## config.mk

```make
export PLATFORM = sky130hd
export DESIGN_NAME = sar_adc_sequencer
export DESIGN_NICKNAME = d
export VERILOG_FILES = /design/src/sar_seq_pkg.sv /design/src/result_store.sv /design/src/sar_adc_sequencer.sv
export SDC_FILE = /design/constraint.sdc
export NUM_CORES = 1
export LEC_CHECK = 0
export CORE_UTILIZATION = 40
export CTS_CLUSTER_SIZE = 8
export DETAILED_ROUTE_END_ITERATION = 8
export DONT_BUFFER_PORTS = 1
export REMOVE_ABC_BUFFERS = 1
export SETUP_SLACK_MARGIN = 0.3
export SYNTH_ARGS = -nofsm -noshare
export SYNTH_HDL_FRONTEND = slang
export SYNTH_HIERARCHICAL = 1
export SYNTH_SLANG_ARGS = --single-unit
```

## constraint.sdc

```tcl
create_clock -name clock -period 3.3 [get_ports clock]
set_input_delay 0.165 -clock clock [delete_from_list [all_inputs] [get_ports clock]]
set_output_delay 0.165 -clock clock [all_outputs]
set_load 0.01 [all_outputs]
```

## src/sar_seq_pkg.sv

```systemverilog
// constants, types and structs shared by the converter sequencer
//
// Behaviour
// - single mode converts one chosen channel, stops
// - one-shot scan converts enabled channels ascending once
// - continuous scan repeats the scan until halted
// - writing start bit begins selected sequence
// - external trigger pin also starts the sequence
// - per-channel result with valid and overrun flags
// - result of the compare channel equal to compare value raises interrupt
// - channel seven selects one of four sources
// - twelve-bit results, eight selectable input channels
// - eight single-ended or four differential pairs
// - software-invoked self-calibration before conversions
`default_nettype none
package sar_seq_pkg;
	localparam int NUM_CH = 8;
	localparam int DATA_W = 12;
	localparam int CH_W = 3;
	localparam int DIFF_PAIRS = 4;
	localparam logic [CH_W-1:0] CH_FIRST = 3'h0;
	localparam logic [CH_W-1:0] CH_SRC_SEL = 3'h7;
	localparam logic [NUM_CH-1:0] DIFF_MASK = 8'h0f;
	localparam logic [DATA_W-1:0] DATA_RST = 12'h000;

	// sequencing modes
	typedef enum logic [1:0] {
		MODE_SINGLE = 2'h0,
		MODE_SCAN_ONCE = 2'h1,
		MODE_SCAN_CONT = 2'h2
	} mode_t;

	// sources for the last channel
	typedef enum logic [1:0] {
		SRC_EXTERNAL = 2'h0,
		SRC_BANDGAP = 2'h1,
		SRC_TEMP = 2'h2,
		SRC_GROUND = 2'h3
	} src_t;

	// sequencer states, one-hot
	typedef enum logic [3:0] {
		ST_IDLE = 4'h1,
		ST_CAL = 4'h2,
		ST_ISSUE = 4'h4,
		ST_WAIT = 4'h8
	} state_t;

	// request presented to the analog core
	typedef struct packed {
		logic [CH_W-1:0] channel;
		logic diff;
		src_t src;
	} conv_req_t;

	localparam conv_req_t REQ_RST = '{channel: CH_FIRST, diff: 1'b0, src: SRC_EXTERNAL};
endpackage : sar_seq_pkg
`default_nettype wire

```

## src/result_store.sv

```systemverilog
// per-channel result memory with registered read port
`timescale 1ns/1ps
`default_nettype none
module result_store #(
	parameter int DEPTH = 8,
	parameter int DATA_W = 12,
	parameter int ADDR_W = 3
) (
	input wire logic clock,
	input wire logic arst_n,
	input wire logic wrEn,
	input wire logic [ADDR_W-1:0] wrAddr,
	input wire logic [DATA_W-1:0] wrData,
	input wire logic rdEn,
	input wire logic [ADDR_W-1:0] rdAddr,
	output logic [DATA_W-1:0] rdData
);
	logic [DATA_W-1:0] mem [DEPTH];

	// storage, no reset needed since valid bits guard it
	always_ff @(posedge clock) begin
		if (wrEn) begin
			mem[wrAddr] <= wrData;
		end
	end

	// read data held in a register
	always_ff @(posedge clock or negedge arst_n) begin
		if (!arst_n) begin
			rdData <= '0;
		end else if (rdEn) begin
			rdData <= mem[rdAddr];
		end
	end
endmodule : result_store
`default_nettype wire

```

## src/sar_adc_sequencer.sv

```systemverilog
// conversion sequencer for the eight-channel successive-approximation converter
`timescale 1ns/1ps
`default_nettype none
module sar_adc_sequencer #(
	parameter int NUM_CH = sar_seq_pkg::NUM_CH,
	parameter int DATA_W = sar_seq_pkg::DATA_W
) (
	input wire logic clock,
	input wire logic arst_n,
	input wire sar_seq_pkg::mode_t mode,
	input wire logic [NUM_CH-1:0] chanEnable,
	input wire logic [sar_seq_pkg::CH_W-1:0] singleChannel,
	input wire logic diffMode,
	input wire sar_seq_pkg::src_t ch7Source,
	input wire logic startWrite,
	input wire logic haltWrite,
	input wire logic extTrigEnable,
	input wire logic externalTriggerPin,
	input wire logic calStart,
	input wire logic [DATA_W-1:0] compareValue,
	input wire logic [sar_seq_pkg::CH_W-1:0] compareChannel,
	input wire logic compareIntEnable,
	input wire logic compareClear,
	input wire logic doneIntEnable,
	input wire logic doneClear,
	input wire logic readStrobe,
	input wire logic [sar_seq_pkg::CH_W-1:0] readChannel,
	input wire logic convDone,
	input wire logic [DATA_W-1:0] convData,
	input wire logic calDone,
	output sar_seq_pkg::conv_req_t convReq_r,
	output logic convStart_r,
	output logic calibrate_r,
	output logic conversionStartBit_r,
	output logic busy_r,
	output logic doneFlag_r,
	output logic doneIrq_r,
	output logic compareFlag_r,
	output logic compareIrq_r,
	output logic [DATA_W-1:0] readData,
	output logic readValid_r,
	output logic readOverrun_r,
	output logic [NUM_CH-1:0] validVec_r,
	output logic [NUM_CH-1:0] overrunVec_r
);
	localparam int CH_W = sar_seq_pkg::CH_W;
	sar_seq_pkg::state_t state_r;
	logic [CH_W-1:0] curChan_r, singleSel, scanNext;
	logic trigPrev_r, trigEdge, startReq, startTake;
	logic resultDone, seqDone, haltEnd, isSingle, isCont, compareHit;
	logic [NUM_CH-1:0] effMask;
	logic [CH_W:0] firstInfo, nextInfo;
	// lowest enabled channel at or above a start point, found bit on top
	function automatic logic [CH_W:0] nextChan(input logic [NUM_CH-1:0] mask, input logic [CH_W:0] from);
		logic [CH_W:0] res;
		res = '0;
		for (int i = NUM_CH - 1; i >= 0; i--) begin
			if (mask[i] && i >= int'(from)) begin
				res = {1'b1, CH_W'(i)};
			end
		end
		return res;
	endfunction : nextChan
	// trigger edge, pin taken as synchronous
	always_ff @(posedge clock or negedge arst_n) begin
		if (!arst_n) begin
			trigPrev_r <= 1'b0;
		end else begin
			trigPrev_r <= externalTriggerPin;
		end
	end
	// start sources, channel selection and sequence end decode
	always_comb begin
		trigEdge = externalTriggerPin && !trigPrev_r;
		startReq = startWrite || (extTrigEnable && trigEdge);
		startTake = (state_r == sar_seq_pkg::ST_IDLE) && !calStart && startReq && !haltWrite;
		isSingle = (mode == sar_seq_pkg::MODE_SINGLE);
		isCont = (mode == sar_seq_pkg::MODE_SCAN_CONT);
		effMask = diffMode ? (chanEnable & sar_seq_pkg::DIFF_MASK) : chanEnable;
		singleSel = diffMode ? {1'b0, singleChannel[CH_W-2:0]} : singleChannel;
		firstInfo = nextChan(effMask, '0);
		nextInfo = nextChan(effMask, {1'b0, curChan_r} + 1'b1);
		scanNext = nextInfo[CH_W] ? nextInfo[CH_W-1:0] : firstInfo[CH_W-1:0];
		resultDone = (state_r == sar_seq_pkg::ST_WAIT) && convDone;
		haltEnd = resultDone && !conversionStartBit_r;
		seqDone = (startTake && !isSingle && !firstInfo[CH_W])
			|| (resultDone && conversionStartBit_r
			&& (isSingle || (!isCont && !nextInfo[CH_W]) || (isCont && !firstInfo[CH_W])));
		compareHit = resultDone && (curChan_r == compareChannel) && (convData == compareValue);
	end
	// sequencer state and current channel
	always_ff @(posedge clock or negedge arst_n) begin
		if (!arst_n) begin
			state_r <= sar_seq_pkg::ST_IDLE;
			curChan_r <= sar_seq_pkg::CH_FIRST;
		end else begin
			case (state_r)
				sar_seq_pkg::ST_IDLE: begin
					if (calStart) begin
						state_r <= sar_seq_pkg::ST_CAL;
					end else if (startTake && isSingle) begin
						curChan_r <= singleSel;
						state_r <= sar_seq_pkg::ST_ISSUE;
					end else if (startTake && firstInfo[CH_W]) begin
						curChan_r <= firstInfo[CH_W-1:0];
						state_r <= sar_seq_pkg::ST_ISSUE;
					end
				end
				sar_seq_pkg::ST_CAL: begin
					if (calDone) begin
						state_r <= sar_seq_pkg::ST_IDLE;
					end
				end
				sar_seq_pkg::ST_ISSUE: begin
					state_r <= sar_seq_pkg::ST_WAIT;
				end
				sar_seq_pkg::ST_WAIT: begin
					if (haltEnd || seqDone) begin
						state_r <= sar_seq_pkg::ST_IDLE;
					end else if (resultDone) begin
						curChan_r <= scanNext;
						state_r <= sar_seq_pkg::ST_ISSUE;
					end
				end
				default: begin
					state_r <= sar_seq_pkg::ST_IDLE;
				end
			endcase
		end
	end
	// request to the analog core, one start pulse per conversion
	always_ff @(posedge clock or negedge arst_n) begin
		if (!arst_n) begin
			convReq_r <= sar_seq_pkg::REQ_RST;
			convStart_r <= 1'b0;
		end else begin
			convStart_r <= (state_r == sar_seq_pkg::ST_ISSUE);
			if (state_r == sar_seq_pkg::ST_ISSUE) begin
				convReq_r <= '{channel: curChan_r, diff: diffMode, src: ch7Source};
			end
		end
	end
	// start bit, cleared by halt or by sequence completion
	always_ff @(posedge clock or negedge arst_n) begin
		if (!arst_n) begin
			conversionStartBit_r <= 1'b0;
		end else if (haltWrite || seqDone) begin
			conversionStartBit_r <= 1'b0;
		end else if (startTake) begin
			conversionStartBit_r <= 1'b1;
		end
	end
	// calibration request held until the core answers
	always_ff @(posedge clock or negedge arst_n) begin
		if (!arst_n) begin
			calibrate_r <= 1'b0;
		end else if (state_r == sar_seq_pkg::ST_IDLE && calStart) begin
			calibrate_r <= 1'b1;
		end else if (state_r == sar_seq_pkg::ST_CAL && calDone) begin
			calibrate_r <= 1'b0;
		end
	end
	// status flags, set wins over clear
	always_ff @(posedge clock or negedge arst_n) begin
		if (!arst_n) begin
			{busy_r, doneFlag_r, doneIrq_r, compareFlag_r, compareIrq_r} <= 5'h00;
		end else begin
			busy_r <= (state_r != sar_seq_pkg::ST_IDLE);
			if (seqDone) begin
				doneFlag_r <= 1'b1;
			end else if (doneClear) begin
				doneFlag_r <= 1'b0;
			end
			doneIrq_r <= doneFlag_r && doneIntEnable;
			if (compareHit) begin
				compareFlag_r <= 1'b1;
			end else if (compareClear) begin
				compareFlag_r <= 1'b0;
			end
			compareIrq_r <= compareFlag_r && compareIntEnable;
		end
	end
	// per-channel valid and overrun bits
	for (genvar i = 0; i < NUM_CH; i++) begin : g_chan
		logic wrHit;
		logic rdHit;
		assign wrHit = resultDone && (curChan_r == CH_W'(i));
		assign rdHit = readStrobe && (readChannel == CH_W'(i));
		always_ff @(posedge clock or negedge arst_n) begin
			if (!arst_n) begin
				validVec_r[i] <= 1'b0;
				overrunVec_r[i] <= 1'b0;
			end else begin
				if (wrHit) begin
					validVec_r[i] <= 1'b1;
				end else if (rdHit) begin
					validVec_r[i] <= 1'b0;
				end
				if (wrHit && validVec_r[i] && !rdHit) begin
					overrunVec_r[i] <= 1'b1;
				end else if (rdHit) begin
					overrunVec_r[i] <= 1'b0;
				end
			end
		end
	end
	// read port status captured with the data
	always_ff @(posedge clock or negedge arst_n) begin
		if (!arst_n) begin
			{readValid_r, readOverrun_r} <= 2'h0;
		end else if (readStrobe) begin
			readValid_r <= validVec_r[readChannel];
			readOverrun_r <= overrunVec_r[readChannel];
		end
	end
	// result storage, one word per channel
	result_store #(
		.DEPTH(NUM_CH),
		.DATA_W(DATA_W),
		.ADDR_W(CH_W)
	) u_store (
		.clock(clock),
		.arst_n(arst_n),
		.wrEn(resultDone),
		.wrAddr(curChan_r),
		.wrData(convData),
		.rdEn(readStrobe),
		.rdAddr(readChannel),
		.rdData(readData)
	);
endmodule : sar_adc_sequencer
`default_nettype wire

```

**After elaboration in Yosys (flattened, before gate mapping)**

Memory sizes are Yosys's and may differ from the RTL's. A register that Yosys moved wholly into a read port is not among the register bits.
Index checks and enable logic that the tools add are counted.

- Flip-flop bits (word level): 40
- RAM bits: 96
- Output and inout bits: 44
- Logic and storage cells: 252
- Memories kept: 1

- $add $sub $neg: 1
- Magnitude comparators: 9
- Equality and inequality tests: 29
- Muxes and demuxes: 70
- Reduce and logical (&&, ||, !) cells: 110

Memory list:

| memory | words | bits a word | rd ports | clocked after memory_dff | write ports | line | RTL |
|---|---|---|---|---|---|---|---|
| u_store.mem | 8 | 12 | 1 | 1 | 1 | result_store.sv:18 | `logic [DATA_W-1:0] mem [DEPTH];` |

Operator list:

| kind | number |
|---|---|
| $mux 4 | 22 |
| $logic_and 1x1->1 | 61 |
| $reduce_bool 2->1 | 21 |
| $mux 1 | 36 |
| $eq 3x3->1 const B | 8 |
| $mux 3 | 7 |
| $logic_not 1->1 | 17 |
| $ge 3x4->1 const A | 4 |
| $pmux 4 s4 | 1 |
| $eq 12x12->1 | 1 |
| $eq 3x2->1 const B | 4 |
| $ge 1x4->1 const A | 2 |
| $ge 2x4->1 const A | 2 |
| $mux 8 | 1 |
| $ne 2x2->1 const B | 4 |
| $bmux 1 s3 | 2 |
| $eq 3x1->1 const B | 2 |
| $logic_not 3->1 | 2 |
| $logic_or 1x1->1 | 6 |
| $pmux 3 s2 | 1 |
| $reduce_and 5->1 | 1 |
| $add 3x1->4 const B | 1 |
| $eq 4x1->1 const B | 1 |
| $eq 4x2->1 const B | 1 |
| 11 further kinds | 11 |

**Longest topological paths before layout**

- Depth after elaboration: 20
- Depth in mapped cells: 10
- Depth with buffers taken out: 9

**Modules after synthesis**

Netlist, hierarchy kept.

By module, submodules not included:

| module | times used | cells an instance | area each (sq um) | sequential area each (sq um) |
|---|---|---|---|---|
| result_store | 1 | 246 | 4281.6 | 3183.1 |
| sar_adc_sequencer | 1 | 252 | 2514.9 | 1002.2 |

**Least setup slack after synthesis**

OpenSTA, ideal clock, no wires.

- Kind: reg-to-reg
- From: register state_r[1]
- To: memory u_store.mem[0][0] (enable)
- Setup time: 0.396 ns
- Arrival time: 2.265 ns
- Data required time: 2.904 ns
- Path slack: 0.639 ns
- Cell stages (with the launch flop): 8
- Clock period less this slack: 2.661 ns
- Cell sequence: dfrtp_1 buf_2 nor4b_2 and2_1 buf_2 buf_2 nand2b_1 nor3_1

- Cells in the longest elaborated chain, start to end: 4

RTL lines:

| element | line | RTL |
|---|---|---|
| from (decl) | sar_adc_sequencer.sv:47 | `sar_seq_pkg::state_t state_r;` |
| from (signal assigned) | sar_adc_sequencer.sv:94 | `state_r <= sar_seq_pkg::ST_IDLE;` |
| from (signal assigned) | sar_adc_sequencer.sv:100 | `state_r <= sar_seq_pkg::ST_CAL;` |
| from (signal assigned) | sar_adc_sequencer.sv:103 | `state_r <= sar_seq_pkg::ST_ISSUE;` |
| $eq 4x4->1 | sar_adc_sequencer.sv:84 | `resultDone = (state_r == sar_seq_pkg::ST_WAIT) && convDone;` |
| $logic_and 1x1->1 | sar_adc_sequencer.sv:84 |  |
| via resultDone | sar_adc_sequencer.sv:50 | `logic resultDone, seqDone, haltEnd, isSingle, isCont, compareHit;` |
| $mux 1 | result_store.sv:22 | `if (wrEn) begin` |
| $mux 1 (implied by the code) | result_store.sv:23 | `mem[wrAddr] <= wrData;` |
| to (decl) | result_store.sv:18 |  |

The timed path passes the listed nets, and every way through them passes these cells.

**Final worst setup path**

- From: register curChan_r[0]
- To: register curChan_r[1]

- Cells in the longest elaborated chain, start to end: 20

RTL lines:

| element | line | RTL |
|---|---|---|
| from (decl) | sar_adc_sequencer.sv:48 | `logic [CH_W-1:0] curChan_r, singleSel, scanNext;` |
| from (signal assigned) | sar_adc_sequencer.sv:95 | `curChan_r <= sar_seq_pkg::CH_FIRST;` |
| from (signal assigned) | sar_adc_sequencer.sv:102 | `curChan_r <= singleSel;` |
| from (signal assigned) | sar_adc_sequencer.sv:105 | `curChan_r <= firstInfo[CH_W-1:0];` |
| $add 3x1->4 (*) | sar_adc_sequencer.sv:82 | `nextInfo = nextChan(effMask, {1'b0, curChan_r} + 1'b1);` |
| $ge 3x4->1 | sar_adc_sequencer.sv:58 | `if (mask[i] && i >= int'(from)) begin` |
| $logic_and 1x1->1 | sar_adc_sequencer.sv:58 |  |
| $mux 4 (7 in a row) | sar_adc_sequencer.sv:58 |  |
| $mux 4 (*) | sar_adc_sequencer.sv:58 |  |
| $logic_not 1->1 | sar_adc_sequencer.sv:88 | `&& (isSingle \|\| (!isCont && !nextInfo[CH_W]) \|\| (isCont && !firstInfo[CH_W])));` |
| $logic_and 1x1->1 | sar_adc_sequencer.sv:88 |  |
| $logic_or 1x1->1 (2 in a row) | sar_adc_sequencer.sv:88 |  |
| $logic_and 1x1->1 | sar_adc_sequencer.sv:88 |  |
| $logic_or 1x1->1 | sar_adc_sequencer.sv:87 | `\|\| (resultDone && conversionStartBit_r` |
| $logic_or 1x1->1 | sar_adc_sequencer.sv:118 | `if (haltEnd \|\| seqDone) begin` |
| $ne 2x2->1 (no line) | -- |  |
| $reduce_and 5->1 (no line) | -- |  |

Mark *: on every way between the ends. The rest lies on a longest branch, timed or not. The select of a mux whose other input is x is not followed.
A chain may end at the register's enable or synchronous reset.

==> flow_summary.ini <==
[status]
status = finished with violations
violations = hold timing

[setup_path]
ff2ff_setup_slack_ns = 0.68
cp_max_fo = 9
crit_start = curChan_r[0]
reg2reg_from = curChan_r[0]
ff2ff_path_depth = 9
crit_type = flop to flop
cp.arrival_ns = 2.92
crit_required_ns = 3.60
cp-start-kind = flop
setup.worst_path.end = curChan_r[1]
end_kind = flop
r2r-end = curChan_r[1]

[clocking]
clock-root-buffer = clkbuf_16
clockBufferDepth = 2
cts_buffers = 17
clk_pin_slew_ns = 0.06
clkSinkCount = 148
clk_latency_ns = 0.42
cts_setup_buffers = 0
ctsHtreeMaxLevel = 4
tritoncts = built

[synthesis]
ys_async_sr_fraction_pct = 35.1
ys_seq_area_share_pct = 61.6
synth-edff-count = 96
yosys.area.top_type = edfxtp_1
postSynthCellCount = 498
yosysMostFrequentCell = edfxtp_1
syn_area_mm2 = 0.00680
avgSynthCellArea_um2 = 13.6
yosys.cell_types.count = 71
synth_seq_cells = 148
synth.area.top_cells = edfxtp_1, dfrtp_1, mux2i_1
synth_top_area_share_pct = 42.4
synth_commonest_cells = edfxtp_1, dfrtp_1, mux2i_1, nor2b_1, nor2_1
yosysWarnings = 6
synth_ff_type = edfxtp_1

[power]
p_leak_nw = 3.04
p_per_area_mw_per_mm2 = 611
vdd_drop_max_mv = 0.435

[global_routing]
grt_pass1_wl_mm = 25.4
antenna_found_initial = 0
grt_pass1_vias = 4388
grt_max_degree = 68
grt_overflow_total = 0
grt.total_usage_pct = 19.5

[place]
hpwl_mm = 9.87
place_congestion = 0.805
io_buffers = 0
placed_cells = 707
postPlaceCellArea_mm2 = 0.00699

[detailed_routing]
wl_per_cell_um = 21.2
route.detailed.drc = 0
drtAntennaViolNets = 0
wl_mm = 16.4
routed_via_density = 5.63
drt-initial-drc-count = 362
vias = 4347
drt_pass1_iterations = 4

[timing]
maxSlewViolCount = 0
tightest_slew_ns = 0.936
hold_viol = 1
rsz0062_at_grt = false
max_freq_ghz = 0.382
setup_viol = 0
finalSetupTns_ns = 0
skew_ns = 0.0100
period_needed_ns = 2.62
period_share_pct = 79.4
hold_ws_ns = -0.00333
slew_headroom_pct = 37.4

[finish]
synthToLayoutAreaGrowth_pct = 17.0
diodes = 0
fin_nets = 605
fill_cells = 1448
drive_gt1_share_pct = 12.7
fin_util_pct = 47.9
final_area_mm2 = 0.00795
instances_no_fill = 772
multi_input_area_mm2 = 0.00237
seqCellArea_mm2 = 0.00419

[floorplanning]
die_x_um = 132
die_area_mm2 = 0.0175
fp.dieH_um = 132
ioPinCount = 104
rows = 47
fp.coreArea_mm2 = 0.0166
initial_core_util_pct = 41.0

[job]
cap_viol_max_count = 0

[hold_path]
min_path_type = input port to flop
## power by group
part           total, mW  leakage [nW]  switching [mW]  internal (mW)
sequential          2.22          1.54           0.134           2.08
clock               1.95         0.276           0.738           1.21
combinational      0.692          1.22           0.377          0.315
## cell usage in the layout, fill, tap and decap left out, types with 4 or more instances in the layout
cell type      Yosys  final
edfxtp_1          96     96
dfrtp_1           51     51
mux2i_1           39     39
dlygate4sd3_1      0     31
nor2b_1           26     26
nor2_1            23     23
nand3_1           21     21
clkbuf_16          0     17
nand2_1           16     16
buf_4              2     16
a21oi_1           13     13
a31oi_1           12     12
xor2_1            12     12
a211o_1           12     12
a22oi_1           12     12
a41o_1            12     12
inv_1             10     10
nand2b_1          10     10
nor3_1             8      8
nor4_1             6      6
ha_1               6      6
a22o_1             5      5
o21ai_1            5      5
mux2_2             5      5
clkinvlp_4         0      5
and2b_1            5      5
a41oi_1            4      4
mux4_2             4      4
## stage by stage
| step | setup WS (ns) | power (mW) | hold WS (ns) |
|---|---|---|---|
| finish | 0.680 | 4.86 | -0.00333 |
| floorplan | 0.659 | 2.67 | -0.131 |
| detailed placement | 0.703 | 2.84 | -0.130 |
| global placement | 0.766 | 2.82 | -0.129 |
| global route | 0.547 | 5.06 | 0.0158 |
| CTS | 0.689 | 4.88 | 0.00151 |
## worst min path at each step
stage,start,endpoint,slack (ns),depth (start not counted)
floorplan,arst_n,busy_r,-0.13,0
global placement,arst_n,validVec_r[0],-0.13,0
detailed placement,arst_n,overrunVec_r[0],-0.13,0
CTS,convData[2],compareFlag_r,0.002,3
global route,convData[2],compareFlag_r,0.02,3
finish,convData[5],compareFlag_r,-0.003,3
## cell type report
cell class / count / area share [%]
flip-flops and latches: 148 / 52.6
multi-input cells: 312 / 29.8
repair buffers: 49 / 6.01
clock buffers: 21 / 5.66
well taps: 220 / 3.46
clock inverters: 11 / 1.89
inverters: 11 / 0.519
## cell families (layout without fill, tap and decap cells)
family | after synthesis | after routing | synth area share (%)
flip-flops | 148 | 148 | 61.6
multiplexers | 51 | 51 | 8.45
AND/OR/NAND/NOR | 134 | 134 | 11.2
AO/OA/AOI/OAI | 106 | 106 | 12.2
adder cells (fa/ha/maj) | 6 | 6 | 1.10
XOR/XNOR | 15 | 15 | 1.93
buffers and inverters | 38 | 92 | 3.53
## sequential cells by signal (all words and copies together) (netlist names), 3 cells and up
signal	count
convReq_r	6
u_store/rdData	12
curChan_r	3
overrunVec_r	8
state_r	4
validVec_r	8
u_store/mem	96
## layer usage
metal,wire [um],up-vias,part of all wire (%),global-route usage [%]
met3,930,13,5.7,5.04
li1,-,2001,-,-
met5,0,-,0,0
met2,8240,132,50,32.7
met4,169,0,1.0,5.87
met1,7050,2201,43,24.8
## timing repair
action | in CTS | in global routing
hold endpoints to repair | 188 | 0
hold buffers | 33 | 0
gates resized for setup | 0 | 0
## critical path: stages, from the launching register on
cell and delay [ns]:
dfrtp_1 0.38, ha_1 0.26, ha_1 0.43, nand2b_1 0.17
a21oi_1 0.09, a31o_1 0.26, o211a_1 0.27, o21a_1 0.23
inv_2 0.08, mux2_2 0.33
No activity file was read; power rests on OpenSTA's default activity.
